==> config.mk <==
export PLATFORM = sky130hd
export DESIGN_NAME = i2c_mode_ctrl
export DESIGN_NICKNAME = d
export VERILOG_FILES = /design/src/include/i2c_mode_pkg.sv /design/src/verilog/i2c_mode_ctrl.sv /design/src/verilog/bit_timer.sv
export SDC_FILE = /design/constraint.sdc
export NUM_CORES = 1
export LEC_CHECK = 0
export BUFFER_PORTS_ARGS = -buffer_cell sky130_fd_sc_hd__buf_2
export CAP_MARGIN = 0
export CORE_MARGIN = 3
export CORE_UTILIZATION = 40
export DETAILED_ROUTE_END_ITERATION = 7
export PLACE_DENSITY = 0.68
export SLEW_MARGIN = 20
export SYNTH_ARGS = -nofsm -noshare
export SYNTH_HDL_FRONTEND = slang
export SYNTH_HIERARCHICAL = 1
export SYNTH_SLANG_ARGS = --single-unit
==> constraint.sdc <==
create_clock -name hclk -period 6.3 [get_ports hclk]
set_clock_uncertainty 0.15 [all_clocks]
set_input_delay 1.26 -clock hclk [delete_from_list [all_inputs] [get_ports hclk]]
set_output_delay 1.26 -clock hclk [all_outputs]
set_load 0.005 [all_outputs]
==> src/include/i2c_mode_pkg.sv <==
// Constants, types and register map of the I2C mode-control block.
// Assumes a single 200 MHz clock and an AHB-Lite register port.
// Operation
// RQ1: Direction bit: 0 receive, 1 transmit.
// RQ2: Seven-bit mode uses address bits 6-0.
// RQ3: Ten-bit mode uses own address bits 9-0.
// RQ4: Repeat applies only as master transmitter.
// RQ5: Counted mode moves exactly count bytes.
// RQ6: Repeat mode sends per write until stop.
// RQ7: Repeat mode raises access ready when waiting.
// RQ8: Loopback needs master select set by software.
// RQ9: Loopback returns sent data to receive register.
// RQ10: Loopback shares one timing source both ways.
// RQ11: Loopback sends own address, not target.
// RQ12: Software never mixes free format with loopback.
// RQ13: Run bit low holds reset, clears status.
// RQ14: Run bit high enables, releases bus lines.
// RQ15: Start and stop ignore writes while stopped.
// RQ16: Master select clears when stop is generated.
// RQ17: Mode bits keep written values until rewritten; the engine clears start, stop and master select itself.
package i2c_mode_pkg;

  // Register byte offsets
  localparam logic [7:0] MODE_OFS = 8'h00;
  localparam logic [7:0] TARGET_OFS = 8'h04;
  localparam logic [7:0] OWN_OFS = 8'h08;
  localparam logic [7:0] COUNT_OFS = 8'h0C;
  localparam logic [7:0] TXD_OFS = 8'h10;
  localparam logic [7:0] RXD_OFS = 8'h14;
  localparam logic [7:0] STATUS_OFS = 8'h18;
  localparam logic [7:0] MASK_OFS = 8'h1C;

  // Mode register field positions
  localparam int START_BIT = 13;
  localparam int STOP_BIT = 11;
  localparam int MASTER_BIT = 10;
  localparam int DIR_BIT = 9;
  localparam int XA_BIT = 8;
  localparam int REPEAT_BIT = 7;
  localparam int LOOP_BIT = 6;
  localparam int RUN_BIT = 5;
  localparam int FREE_BIT = 3;
  // Implemented, writable mode bits; the rest read as zero
  localparam logic [15:0] MODE_WMASK = 16'h2FE8;

  // Status and mask field positions
  localparam int ACCESS_READY_BIT = 0;
  localparam int RX_READY_BIT = 1;
  localparam int TX_READY_BIT = 2;
  localparam int NO_ACK_BIT = 3;

  // Reset values and the ten-bit address prefix
  localparam logic [15:0] MODE_RESET = 16'h0000;
  localparam logic [3:0] STATUS_RESET = 4'h0;
  localparam logic [4:0] TEN_BIT_PREFIX = 5'h1E;

  // Timing: one quarter of an SCL bit at 100 kHz
  localparam int CLK_PERIOD_NS = 5;
  localparam int SCL_QUARTER_NS = 2500;
  localparam logic [9:0] QUARTER_CYCLES = 10'(SCL_QUARTER_NS / CLK_PERIOD_NS);

  // Engine states
  typedef enum logic [2:0] {
    S_IDLE = 3'b000,
    S_START = 3'b001,
    S_SHIFT = 3'b010,
    S_HOLD = 3'b011,
    S_STOP = 3'b100
  } state_t;

  // Which byte of a transfer is on the wire
  typedef enum logic [1:0] {
    G_ADDR_HI = 2'b00,
    G_ADDR_LO = 2'b01,
    G_DATA = 2'b10
  } stage_t;

  // Open-drain pin drive, enable high while pulling low
  typedef struct packed {
    logic scl_out;
    logic scl_oe;
    logic sda_out;
    logic sda_oe;
  } i2c_drive_t;

endpackage : i2c_mode_pkg

==> src/verilog/i2c_mode_ctrl.sv <==
// I2C mode-control block: registers, master byte engine, loopback.
// Assumes one AHB-Lite master, open-drain pins with external pull-ups,
// and software that keeps the loopback and free-format restrictions.
//
// Design decisions made here: the placing of the registers and register access over AHB-Lite.
`timescale 1ns/10ps
module i2c_mode_ctrl
  import i2c_mode_pkg::*;
(
  // Clock and reset
  input wire logic hclk,
  input wire logic hresetn,
  // AHB-Lite slave port
  input wire logic hsel,
  input wire logic [31:0] haddr,
  input wire logic [1:0] htrans,
  input wire logic hwrite,
  input wire logic [2:0] hsize,
  input wire logic [31:0] hwdata,
  input wire logic hready,
  output logic hreadyout,
  output logic hresp,
  output logic [31:0] hrdata,
  // Interrupt
  output logic irq,
  // I2C pins
  input wire logic scl_in,
  input wire logic sda_in,
  output i2c_drive_t pins_drive
);

  // Whole state of the block, bar the bit timer's counter
  typedef struct packed {
    logic [1:0] scl_sync;  // Pin synchronisers
    logic [1:0] sda_sync;
    logic [7:0] addr_q;    // Data-phase address
    logic wr_q;            // Data-phase write pending
    logic rdy;             // Bus ready, never stalls
    logic resp;            // Always OKAY
    logic [31:0] rdata;    // Read data for the data phase
    logic [15:0] mode;     // Mode control register
    logic [9:0] target;    // Target address register
    logic [9:0] own;       // Own address register
    logic [15:0] count;    // Byte count register
    logic [15:0] remain;   // Bytes still to move
    logic [7:0] txd;       // Transmit data register
    logic [7:0] rxd;       // Receive data register
    logic tx_full;         // Transmit data waiting
    logic [3:0] status;    // Sticky events
    logic [3:0] mask;      // Interrupt mask
    logic irq;             // Registered interrupt
    state_t state;         // Engine state
    stage_t stage;         // Byte kind on the wire
    logic [1:0] phase;     // Quarter within a bit
    logic [3:0] bitn;      // Bit within a byte, 8 is ack
    logic [7:0] shreg;     // Outgoing byte
    logic [7:0] rxsh;      // Incoming byte
    logic last;            // Receiver answers this byte with no-ack
    logic nack;            // Ack slot sampled high
    logic halt;            // Peer refused; only stop or restart
    logic waited;          // Access ready already raised
    i2c_drive_t drive;     // Pin drive
  } core_t;

  core_t st;
  core_t next_st;
  logic tick;     // Quarter-bit strobe
  logic [3:0] ev; // Events raised this cycle
  logic bit_in;   // Sampled data bit
  logic more;     // Transfer may go on
  logic rpt;      // Repeat mode in force

  // Register read decode, shared by every read
  function automatic logic [31:0] read_reg(input core_t s, input logic [7:0] a);
    if (a == MODE_OFS) begin
      return {16'h0000, s.mode};
    end else if (a == TARGET_OFS) begin
      return {22'h000000, s.target};
    end else if (a == OWN_OFS) begin
      return {22'h000000, s.own};
    end else if (a == COUNT_OFS) begin
      return {16'h0000, s.count};
    end else if (a == TXD_OFS) begin
      return {24'h000000, s.txd};
    end else if (a == RXD_OFS) begin
      return {24'h000000, s.rxd};
    end else if (a == STATUS_OFS) begin
      return {28'h0000000, s.status};
    end else if (a == MASK_OFS) begin
      return {28'h0000000, s.mask};
    end else begin
      // Unmapped offsets read as zero
      return 32'h00000000;
    end
  endfunction : read_reg

  // Address to send, used for both address bytes
  function automatic logic [9:0] addr_src(input core_t s);
    // RQ11 loopback sends own
    // RQ3 ten-bit uses own
    if (s.mode[LOOP_BIT] || s.mode[XA_BIT]) begin
      return s.own;
    end else begin
      // RQ2 seven-bit target
      return s.target;
    end
  endfunction : addr_src

  // First byte of an address
  function automatic logic [7:0] first_byte(input core_t s);
    logic [9:0] a;
    a = addr_src(s);
    if (s.mode[XA_BIT]) begin
      // RQ3 ten-bit header
      return {TEN_BIT_PREFIX, a[9:8], 1'b0};
    end else begin
      // RQ2 seven bits plus R/W
      return {a[6:0], ~s.mode[DIR_BIT]};
    end
  endfunction : first_byte

  // Shared bit clock for transmit and receive
  bit_timer u_timer (
    .hclk(hclk),
    .hresetn(hresetn),
    .enable(st.mode[RUN_BIT] && (st.state != S_IDLE || st.mode[START_BIT])),
    .tick(tick)
  );

  // Next-state logic for bus, registers and engine
  always_comb begin
    next_st = st;
    ev = 4'h0;
    bit_in = 1'b1;
    // RQ4 repeat only as transmitter
    rpt = st.mode[REPEAT_BIT] && st.mode[DIR_BIT];
    // RQ5 counted transfer length
    // RQ6 repeat ignores count
    more = rpt || (st.remain != 16'h0000);
    next_st.rdy = 1'b1;
    next_st.resp = 1'b0;
    // Two-flop synchronisers on the pins
    next_st.scl_sync = {st.scl_sync[0], scl_in};
    next_st.sda_sync = {st.sda_sync[0], sda_in};

    // Data phase of a write, zero wait states
    if (st.wr_q) begin
      if (st.addr_q == MODE_OFS) begin
        // RQ17 software alone sets mode
        next_st.mode = hwdata[15:0] & MODE_WMASK;
        // RQ15 start, stop locked when stopped
        if (!st.mode[RUN_BIT]) begin
          next_st.mode[START_BIT] = st.mode[START_BIT];
          next_st.mode[STOP_BIT] = st.mode[STOP_BIT];
        end
      end else if (st.addr_q == TARGET_OFS) begin
        next_st.target = hwdata[9:0];
      end else if (st.addr_q == OWN_OFS) begin
        next_st.own = hwdata[9:0];
      end else if (st.addr_q == COUNT_OFS) begin
        next_st.count = hwdata[15:0];
      end else if (st.addr_q == TXD_OFS) begin
        // RQ6 each write queues one byte
        next_st.txd = hwdata[7:0];
        next_st.tx_full = 1'b1;
      end else if (st.addr_q == STATUS_OFS) begin
        // Write one to clear
        next_st.status = st.status & ~hwdata[3:0];
      end else if (st.addr_q == MASK_OFS) begin
        next_st.mask = hwdata[3:0];
      end
    end

    // Address phase: latch, and fetch read data a cycle early
    next_st.wr_q = 1'b0;
    if (hsel && htrans[1] && hready) begin
      next_st.addr_q = haddr[7:0];
      next_st.wr_q = hwrite;
      if (!hwrite) begin
        next_st.rdata = read_reg(st, haddr[7:0]);
      end
    end

    // Engine, stepped once per quarter bit
    if (st.mode[RUN_BIT] && tick) begin
      case (st.state)
        S_IDLE: begin
          // Start only as master
          if (st.mode[START_BIT] && st.mode[MASTER_BIT]) begin
            next_st.state = S_START;
            next_st.phase = 2'h0;
          end
        end
        S_START: begin
          // Works from idle and as repeated start with SCL low
          next_st.phase = st.phase + 2'h1;
          if (st.phase == 2'h0) begin
            next_st.drive.sda_oe = 1'b0;
          end else if (st.phase == 2'h1) begin
            next_st.drive.scl_oe = 1'b0;
          end else if (st.phase == 2'h2) begin
            next_st.drive.sda_oe = 1'b1;
          end else begin
            next_st.drive.scl_oe = 1'b1;
            next_st.mode[START_BIT] = 1'b0;
            next_st.state = S_SHIFT;
            next_st.stage = G_ADDR_HI;
            next_st.shreg = first_byte(st);
            next_st.remain = st.count;
            next_st.bitn = 4'h0;
            next_st.halt = 1'b0;
            next_st.waited = 1'b0;
          end
        end
        S_SHIFT: begin
          next_st.phase = st.phase + 2'h1;
          if (st.phase == 2'h0) begin
            // RQ1 direction picks who drives
            if (st.bitn != 4'h8) begin
              if (st.stage != G_DATA || st.mode[DIR_BIT]) begin
                next_st.drive.sda_oe = ~st.shreg[7];
              end else begin
                next_st.drive.sda_oe = 1'b0;
              end
            end else if (st.stage == G_DATA && !st.mode[DIR_BIT]) begin
              // Receiver acks, or no-acks the last counted byte
              next_st.drive.sda_oe = ~st.last;
            end else begin
              next_st.drive.sda_oe = 1'b0;
            end
          end else if (st.phase == 2'h1) begin
            next_st.drive.scl_oe = 1'b0;
          end else if (st.phase == 2'h2 && !st.scl_sync[1]) begin
            // A peer stretching SCL holds the sample quarter until the line rises
            next_st.phase = st.phase;
          end else if (st.phase == 2'h2) begin
            // RQ9 loopback reads own drive
            if (st.mode[LOOP_BIT]) begin
              bit_in = ~st.drive.sda_oe;
            end else begin
              bit_in = st.sda_sync[1];
            end
            if (st.bitn != 4'h8) begin
              next_st.rxsh = {st.rxsh[6:0], bit_in};
            end else begin
              next_st.nack = bit_in && !st.mode[LOOP_BIT];
            end
          end else begin
            next_st.drive.scl_oe = 1'b1;
            next_st.shreg = {st.shreg[6:0], 1'b0};
            next_st.bitn = st.bitn + 4'h1;
            if (st.bitn == 4'h8) begin
              next_st.bitn = 4'h0;
              if (st.stage == G_ADDR_HI && st.mode[XA_BIT]) begin
                // RQ3 second ten-bit byte
                next_st.stage = G_ADDR_LO;
                next_st.shreg = 8'(addr_src(st));
              end else begin
                next_st.state = S_HOLD;
                next_st.stage = G_DATA;
                if (st.stage == G_DATA) begin
                  next_st.remain = st.remain - 16'h0001;
                  // RQ9 byte lands in receive register
                  if (!st.mode[DIR_BIT] || st.mode[LOOP_BIT]) begin
                    next_st.rxd = st.rxsh;
                    ev[RX_READY_BIT] = 1'b1;
                  end
                end
                // A byte refused while transmitting ends the data flow, bar the first ten-bit address byte
                if (st.nack && st.mode[DIR_BIT]) begin
                  ev[NO_ACK_BIT] = 1'b1;
                  next_st.halt = 1'b1;
                end
              end
            end
          end
        end
        S_HOLD: begin
          // SCL stays low while software supplies data or a decision
          next_st.drive.sda_oe = 1'b0;
          next_st.phase = 2'h0;
          if (!st.halt && more && st.mode[DIR_BIT] && st.tx_full) begin
            // RQ6 send the queued byte
            next_st.state = S_SHIFT;
            next_st.shreg = st.txd;
            // A byte written in this very cycle stays queued, so it is not lost
            next_st.tx_full = st.wr_q && (st.addr_q == TXD_OFS);
            next_st.waited = 1'b0;
            ev[TX_READY_BIT] = 1'b1;
          end else if (!st.halt && more && !st.mode[DIR_BIT]) begin
            next_st.state = S_SHIFT;
            next_st.last = (st.remain == 16'h0001);
          end else if (st.mode[STOP_BIT]) begin
            next_st.state = S_STOP;
          end else if (st.mode[START_BIT]) begin
            next_st.state = S_START;
          end else if (!st.waited) begin
            // RQ7 ready for data or stop
            ev[ACCESS_READY_BIT] = 1'b1;
            next_st.waited = 1'b1;
          end
        end
        S_STOP: begin
          next_st.phase = st.phase + 2'h1;
          if (st.phase == 2'h0) begin
            next_st.drive.sda_oe = 1'b1;
          end else if (st.phase == 2'h1) begin
            next_st.drive.scl_oe = 1'b0;
          end else if (st.phase == 2'h2) begin
            next_st.drive.sda_oe = 1'b0;
          end else begin
            // RQ16 stop ends master role
            next_st.mode[MASTER_BIT] = 1'b0;
            next_st.mode[STOP_BIT] = 1'b0;
            next_st.mode[START_BIT] = 1'b0;
            next_st.state = S_IDLE;
          end
        end
        default: begin
          next_st.state = S_IDLE;
        end
      endcase
    end

    // Events win over a clear in the same cycle
    next_st.status = next_st.status | ev;

    // RQ13 held in reset, status defaults
    // RQ14 pins released when enabled
    if (!st.mode[RUN_BIT]) begin
      next_st.state = S_IDLE;
      next_st.status = STATUS_RESET;
      next_st.tx_full = 1'b0;
      next_st.halt = 1'b0;
      next_st.waited = 1'b0;
      next_st.drive = '0;
    end

    // Outputs are never driven high, only released
    next_st.drive.scl_out = 1'b0;
    next_st.drive.sda_out = 1'b0;
    next_st.irq = |(next_st.status & next_st.mask);
  end

  // The single state register
  always_ff @(posedge hclk or negedge hresetn) begin
    if (!hresetn) begin
      st <= '0;
    end else begin
      st <= next_st;
    end
  end

  // Every output is a flop
  assign hreadyout = st.rdy;
  assign hresp = st.resp;
  assign hrdata = st.rdata;
  assign irq = st.irq;
  assign pins_drive = st.drive;

endmodule : i2c_mode_ctrl

==> src/verilog/bit_timer.sv <==
// Quarter-bit tick generator for the I2C engine.
// Assumes the engine holds enable high for the length of a transfer.
`timescale 1ns/10ps
module bit_timer
  import i2c_mode_pkg::*;
(
  // Clock and reset
  input wire logic hclk,
  input wire logic hresetn,
  // Control and tick
  input wire logic enable,
  output logic tick
);

  // Counter state
  typedef struct packed {
    logic [9:0] cnt; // Cycles into the current quarter
    logic tick;      // One-cycle quarter strobe
  } timer_t;

  timer_t st;
  timer_t next_st;

  // RQ10 one shared timebase
  // Send and receive both step on this tick, so loopback is self-timed
  always_comb begin
    next_st = st;
    next_st.tick = 1'b0;
    if (!enable) begin
      next_st.cnt = 10'h000;
    end else if (st.cnt == QUARTER_CYCLES - 10'h001) begin
      next_st.cnt = 10'h000;
      next_st.tick = 1'b1;
    end else begin
      next_st.cnt = st.cnt + 10'h001;
    end
  end

  // State register
  always_ff @(posedge hclk or negedge hresetn) begin
    if (!hresetn) begin
      st <= '0;
    end else begin
      st <= next_st;
    end
  end

  assign tick = st.tick;

endmodule : bit_timer

### Word-level counts from Yosys, hierarchy flattened

Cells that the tools add are included.

* flip-flop bits (word level): 177
* output and inout port bits: 39
* logic and storage cells: 357

* $add $sub $neg: 4
* eq/ne operators: 68
* muxes and demuxes: 176
* bitwise logic cells: 20
* reduce and logical (&&, ||, !) cells: 57

Operators with widths (count)
* 16-bit two-way mux: 16
* 1-bit two-way mux: 80
* 8-bit two-way mux: 9
* 12-bit two-way mux: 5
* 8-bit by 5-bit == test with 1-bit output (second input constant): 7
* 27-bit two-way mux: 2
* 10-bit two-way mux: 5
* 50-bit two-way mux: 1
* 3-bit != test (second input constant): 16
* 9-bit two-way mux: 5
* 4-bit != test (second input constant): 10
* 36-bit two-way mux: 1
* 5-bit two-way mux: 7
* 8-bit by 4-bit == test with 1-bit output (second input constant): 4
* 16-bit case mux with 2 select lines: 1
* 31-bit two-way mux: 1
* 3-bit two-way mux: 10
* 10-bit AND reduction: 3
* 2-bit two-way mux: 14
* 7-bit AND reduction: 4
* 26-bit two-way mux: 1
* 2-bit != test (second input constant): 13
* 4-bit two-way mux: 6
* 8-bit case mux with 3 select lines: 1
* 53 further kinds: 103

### Logic depth before layout (Yosys ltp)

* depth after elaboration: 17
* mapped depth: 9
* depth with buffers taken out: 7

### By module

The synthesis kept the hierarchy.

By module, submodules not included
* i2c_mode_ctrl: instances 1, cells an instance 800, area each 8235.4 um2
* bit_timer: instances 1, cells an instance 54, area each 544.3 um2

### Worst setup path before layout

No wires, ideal clock.

* kind: in2reg
* from: input haddr[1]
* to: register st (netlist bit hrdata[10])
* arrival: 2782 ps
* data required time: 6078 ps
* slack: 3296 ps
* stages: 6
* path buffers: 1
* path through: or4_1 > or3_1 > clkbuf_1 > nor3_1 > a221oi_1 > nor2_1

* word-level cells in the longest chain between the ends: 5
* elaborated cells between the ends (all ways): 8

Ends and longest elaborated chain
* from (decl): RTL line i2c_mode_ctrl.sv:15 `input wire logic [31:0] haddr,`
* 8-bit by 4-bit == test with 1-bit output: RTL line i2c_mode_ctrl.sv:81 `end else if (a == COUNT_OFS) begin`
* 16-bit two-way mux: RTL line i2c_mode_ctrl.sv:81
* 16-bit two-way mux: RTL line i2c_mode_ctrl.sv:79 `end else if (a == OWN_OFS) begin`
* 16-bit two-way mux: RTL line i2c_mode_ctrl.sv:77 `end else if (a == TARGET_OFS) begin`
* 16-bit two-way mux *: RTL line i2c_mode_ctrl.sv:75 `if (a == MODE_OFS) begin`
* to (signal assigned): RTL line i2c_mode_ctrl.sv:350 `st <= next_st;`
* to (decl): RTL line i2c_mode_ctrl.sv:65 `core_t st;`

Every way passes the cells marked *; elsewhere a longest branch is shown, timed or not.
A chain may end at the register's enable or synchronous reset.

### Worst setup path after layout

* from: input haddr[1]
* to: register st (netlist bit hrdata[3])

* word-level cells in the longest chain between the ends: 9
* elaborated cells between the ends (all ways): 16

Ends and longest elaborated chain
* 8-bit by 5-bit == test with 1-bit output: RTL line i2c_mode_ctrl.sv:89 `end else if (a == MASK_OFS) begin`
* 4-bit two-way mux: RTL line i2c_mode_ctrl.sv:89
* 4-bit two-way mux: RTL line i2c_mode_ctrl.sv:87 `end else if (a == STATUS_OFS) begin`
* 8-bit two-way mux: RTL line i2c_mode_ctrl.sv:85 `end else if (a == RXD_OFS) begin`
* 8-bit two-way mux: RTL line i2c_mode_ctrl.sv:83 `end else if (a == TXD_OFS) begin`
* 16-bit two-way mux: RTL line i2c_mode_ctrl.sv:81
* 16-bit two-way mux: RTL line i2c_mode_ctrl.sv:79
* 16-bit two-way mux: RTL line i2c_mode_ctrl.sv:77
* 16-bit two-way mux *: RTL line i2c_mode_ctrl.sv:75

Marked as above.

==> flow_summary_export.csv <==
group,metric,value,unit
drt,met3_length,1090,µm
cts,hold_buffers,0,
worst_setup_path,worstSetupPathType,"in2reg",
drt,drt-met1-wl,9750,µm
layout,syn2layout_area_growth,9.05,%
worst_setup_path,arrival,3470,ps
synth,synth_flop_cell,"dfrtp_1",
die,dieArea,0.0238,mm²
cts,cts_root_buf,"clkbuf_16",
die,fp-row-count,53,
global_routing,grt_usage,17.9,%
global_routing,first_global_vias,6181,
global_routing,grt_max_degree,112,
synth,synth_largest_area_cell,"dfrtp_1",
drt,antenna_left,0,
synth,syn_inst,854,
drt,drcViolationCount,0,
drt,totalWireLength,21300,µm
sta,finalSetupViolations,0,
flow_run,drv_cap,0,
drt,wl_met2,10000,µm
drt,highest_layer,"met4",
cts,clkSlewWorstSetupHoldPaths,70,ps
sta,rsz0062_at_grt,"false",
synth,synth.most_common_cell,"dfrtp_1",
place,port_buffers,51,
power,p_leak,4.27,nW
power,ir_worst_vdd,0.147,mV
layout,num-fill-cells,1983,
synth,synth_cell_types,76,
synth,syn-cell-area,0.00878,mm²
power,power.total,2.27,mW
sta,tightestPinTransition,1090,ps
status,run_status,"finished clean",
sta,slew_violations,0,
sta,timing.final.crit_share,52.2,%
worst_setup_path,crit_required,6480,ps
synth,syn_area_per_cell,10.3,µm²
global_routing,grt-ovfl-total,0,
synth,yosys_register_bits,161,
cts,cts_max_path_buffers,2,
global_routing,antenna_found_initial,1,
synth,yosys-top-cells-area,"dfrtp_1 (46%), mux2_2 (10%), a21oi_1 (4.0%)",
drt,avgViaCountPerCell,5.72,
drt,drt_iter0_markers,390,
cts,numClockSinks,161,
synth,ys_warn_count,6,
drt,dr.pass1.iters,5,
synth,postSynth.asyncResetShare,100,%
cts,cts_tree,"built",
die,ios,115,
die,fp.dieW,154,µm
sta,tns,0,ps
die,core,0.0213,mm²
drt,post_drt_wl_per_cell,18.6,µm
place,hpwl,15000,µm
sta,finalHoldViolations,0,
place,place_congestion,0.929,
sta,maxSlewHeadroom,27.4,%
cts,clk_latency,430,ps
global_routing,grt_pass1_wl,34000,µm
power,power_density,237,mW/mm²
synth,synthTopCellsByCount,"dfrtp_1 (161), mux2_2 (78), a21oi_1 (70), nand2_1 (69), nor2_1 (41)",
die,die_h,154,µm
layout,layout-drive-gt1-share,22.9,%
cts,ctsResizeCount,0,
cts,h-tree-depth,4,
sta,max_freq,304,MHz
drt,vias,6574,
die,start_util,41.2,%
synth,synth-edff-count,0,
worst_setup_path,endpoint_kind,"flop",
synth,synth.top_cell.area_share,45.9,%
sta,fin_crit,3290,ps
worst_setup_path,critPathMaxFanout,10,
worst_setup_path,start_kind,"primary input",
cts,cts_setup_buffers,0,
synth,seq_area_frac_synth,45.9,%
hold_path,hold_class,"reg2reg",
cts,cts_made_buffers,17,
layout,final_nets,945,
layout,fin_util,45.0,%
critical path, stage by stage:
cell      delay [ps]
buf_2            110
or4_1            550
nor3_2           560
and3_1           600
a211oi_1         170
o31ai_1          210
layout by cell type (no fill, tap or decap), drive strengths merged, types with 12 or more instances in the layout:
master / count
buf: 53
mux2: 87
nand2: 69
a21oi: 70
clkbuf: 19
nor3: 13
inv: 37
dfrtp: 161
o21ai: 36
nand3: 23
o22ai: 12
nand2b: 16
mux2i: 18
conb: 20
nor2: 41
nor4: 13
kinds of logic (layout without fill, tap and decap cells):
family	count (synthesis)	count (layout)	share of synthesized area [%]
compound gates	210	210	15.8
xor+xnor	5	5	0.499
fa+ha+maj	9	9	1.28
buf+inv	115	116	6.66
flops	161	161	45.9
mux	110	110	14.9
other cells	2	21	0.0855
simple gates	242	242	14.9
routing by layer:
| layer | vias up | track usage [%] |
|---|---|---|
| met5 | - | 0 |
| met4 | 0 | 5.93 |
| met3 | 32 | 3.29 |
| met2 | 199 | 28.1 |
| met1 | 3253 | 25.2 |
| li1 | 3090 | - |
stage by stage:
step,instance area [µm²],instances,hold WS (ps),worst slack (ps)
6_report,9570,1149,199,3010
5_1_grt,9570,1149,202,2930
4_1_cts,9570,1148,203,3030
3_5_place_dp,9010,1116,186,2580
3_3_place_gp,9010,1116,185,2610
2_1_floorplan,8850,872,181,3300
layout make-up:
class / count / area (µm²) / share of cell area (%)
multi-input combinational: 596 / 4240 / 44.3
sequential: 161 / 4030 / 42.1
clock buffer: 18 / 439 / 4.59
tap: 275 / 344 / 3.59
timing repair buffer: 54 / 287 / 2.99
clock inverter: 14 / 121 / 1.27
inverter: 30 / 113 / 1.18
antenna: 1 / 2.50 / 0.0261
flip-flops by register name, summed over array words and instances (netlist names):
register      flops
hreadyout         1
st              128
u_timer/tick      1
u_timer/st       10
pins_drive        2
next_st           2
hrdata           16
irq               1
power by group:
| group | internal, mW | switching (mW) |
|---|---|---|
| sequential | 1.07 | 0.0405 |
| clock | 0.528 | 0.468 |
| combinational | 0.0688 | 0.0930 |
path summary, 6_finish.rpt:
| kind | startpoint | to | slack (ps) | cells after the start |
|---|---|---|---|---|
| min in group asynchronous | hresetn | hrdata[4]$_DFFE_PN0P_ | 780 | 1 |
| setup reg to reg | st[32]$_DFFE_PN0P_ | st[75]$_DFFE_PN0P_ | 3150 | 6 |
| max in group asynchronous | hresetn | st[65]$_DFFE_PN0P_ | 3970 | 2 |
| hold / removal | next_st[173]$_DFF_PN0_ | st[173]$_DFF_PN0_ | 200 | 0 |
| setup / recovery | haddr[1] | hrdata[3]$_DFFE_PN0P_ | 3010 | 6 |
| hold reg to reg | next_st[173]$_DFF_PN0_ | st[173]$_DFF_PN0_ | 200 | 0 |
(Power assumes the default switching activity.)
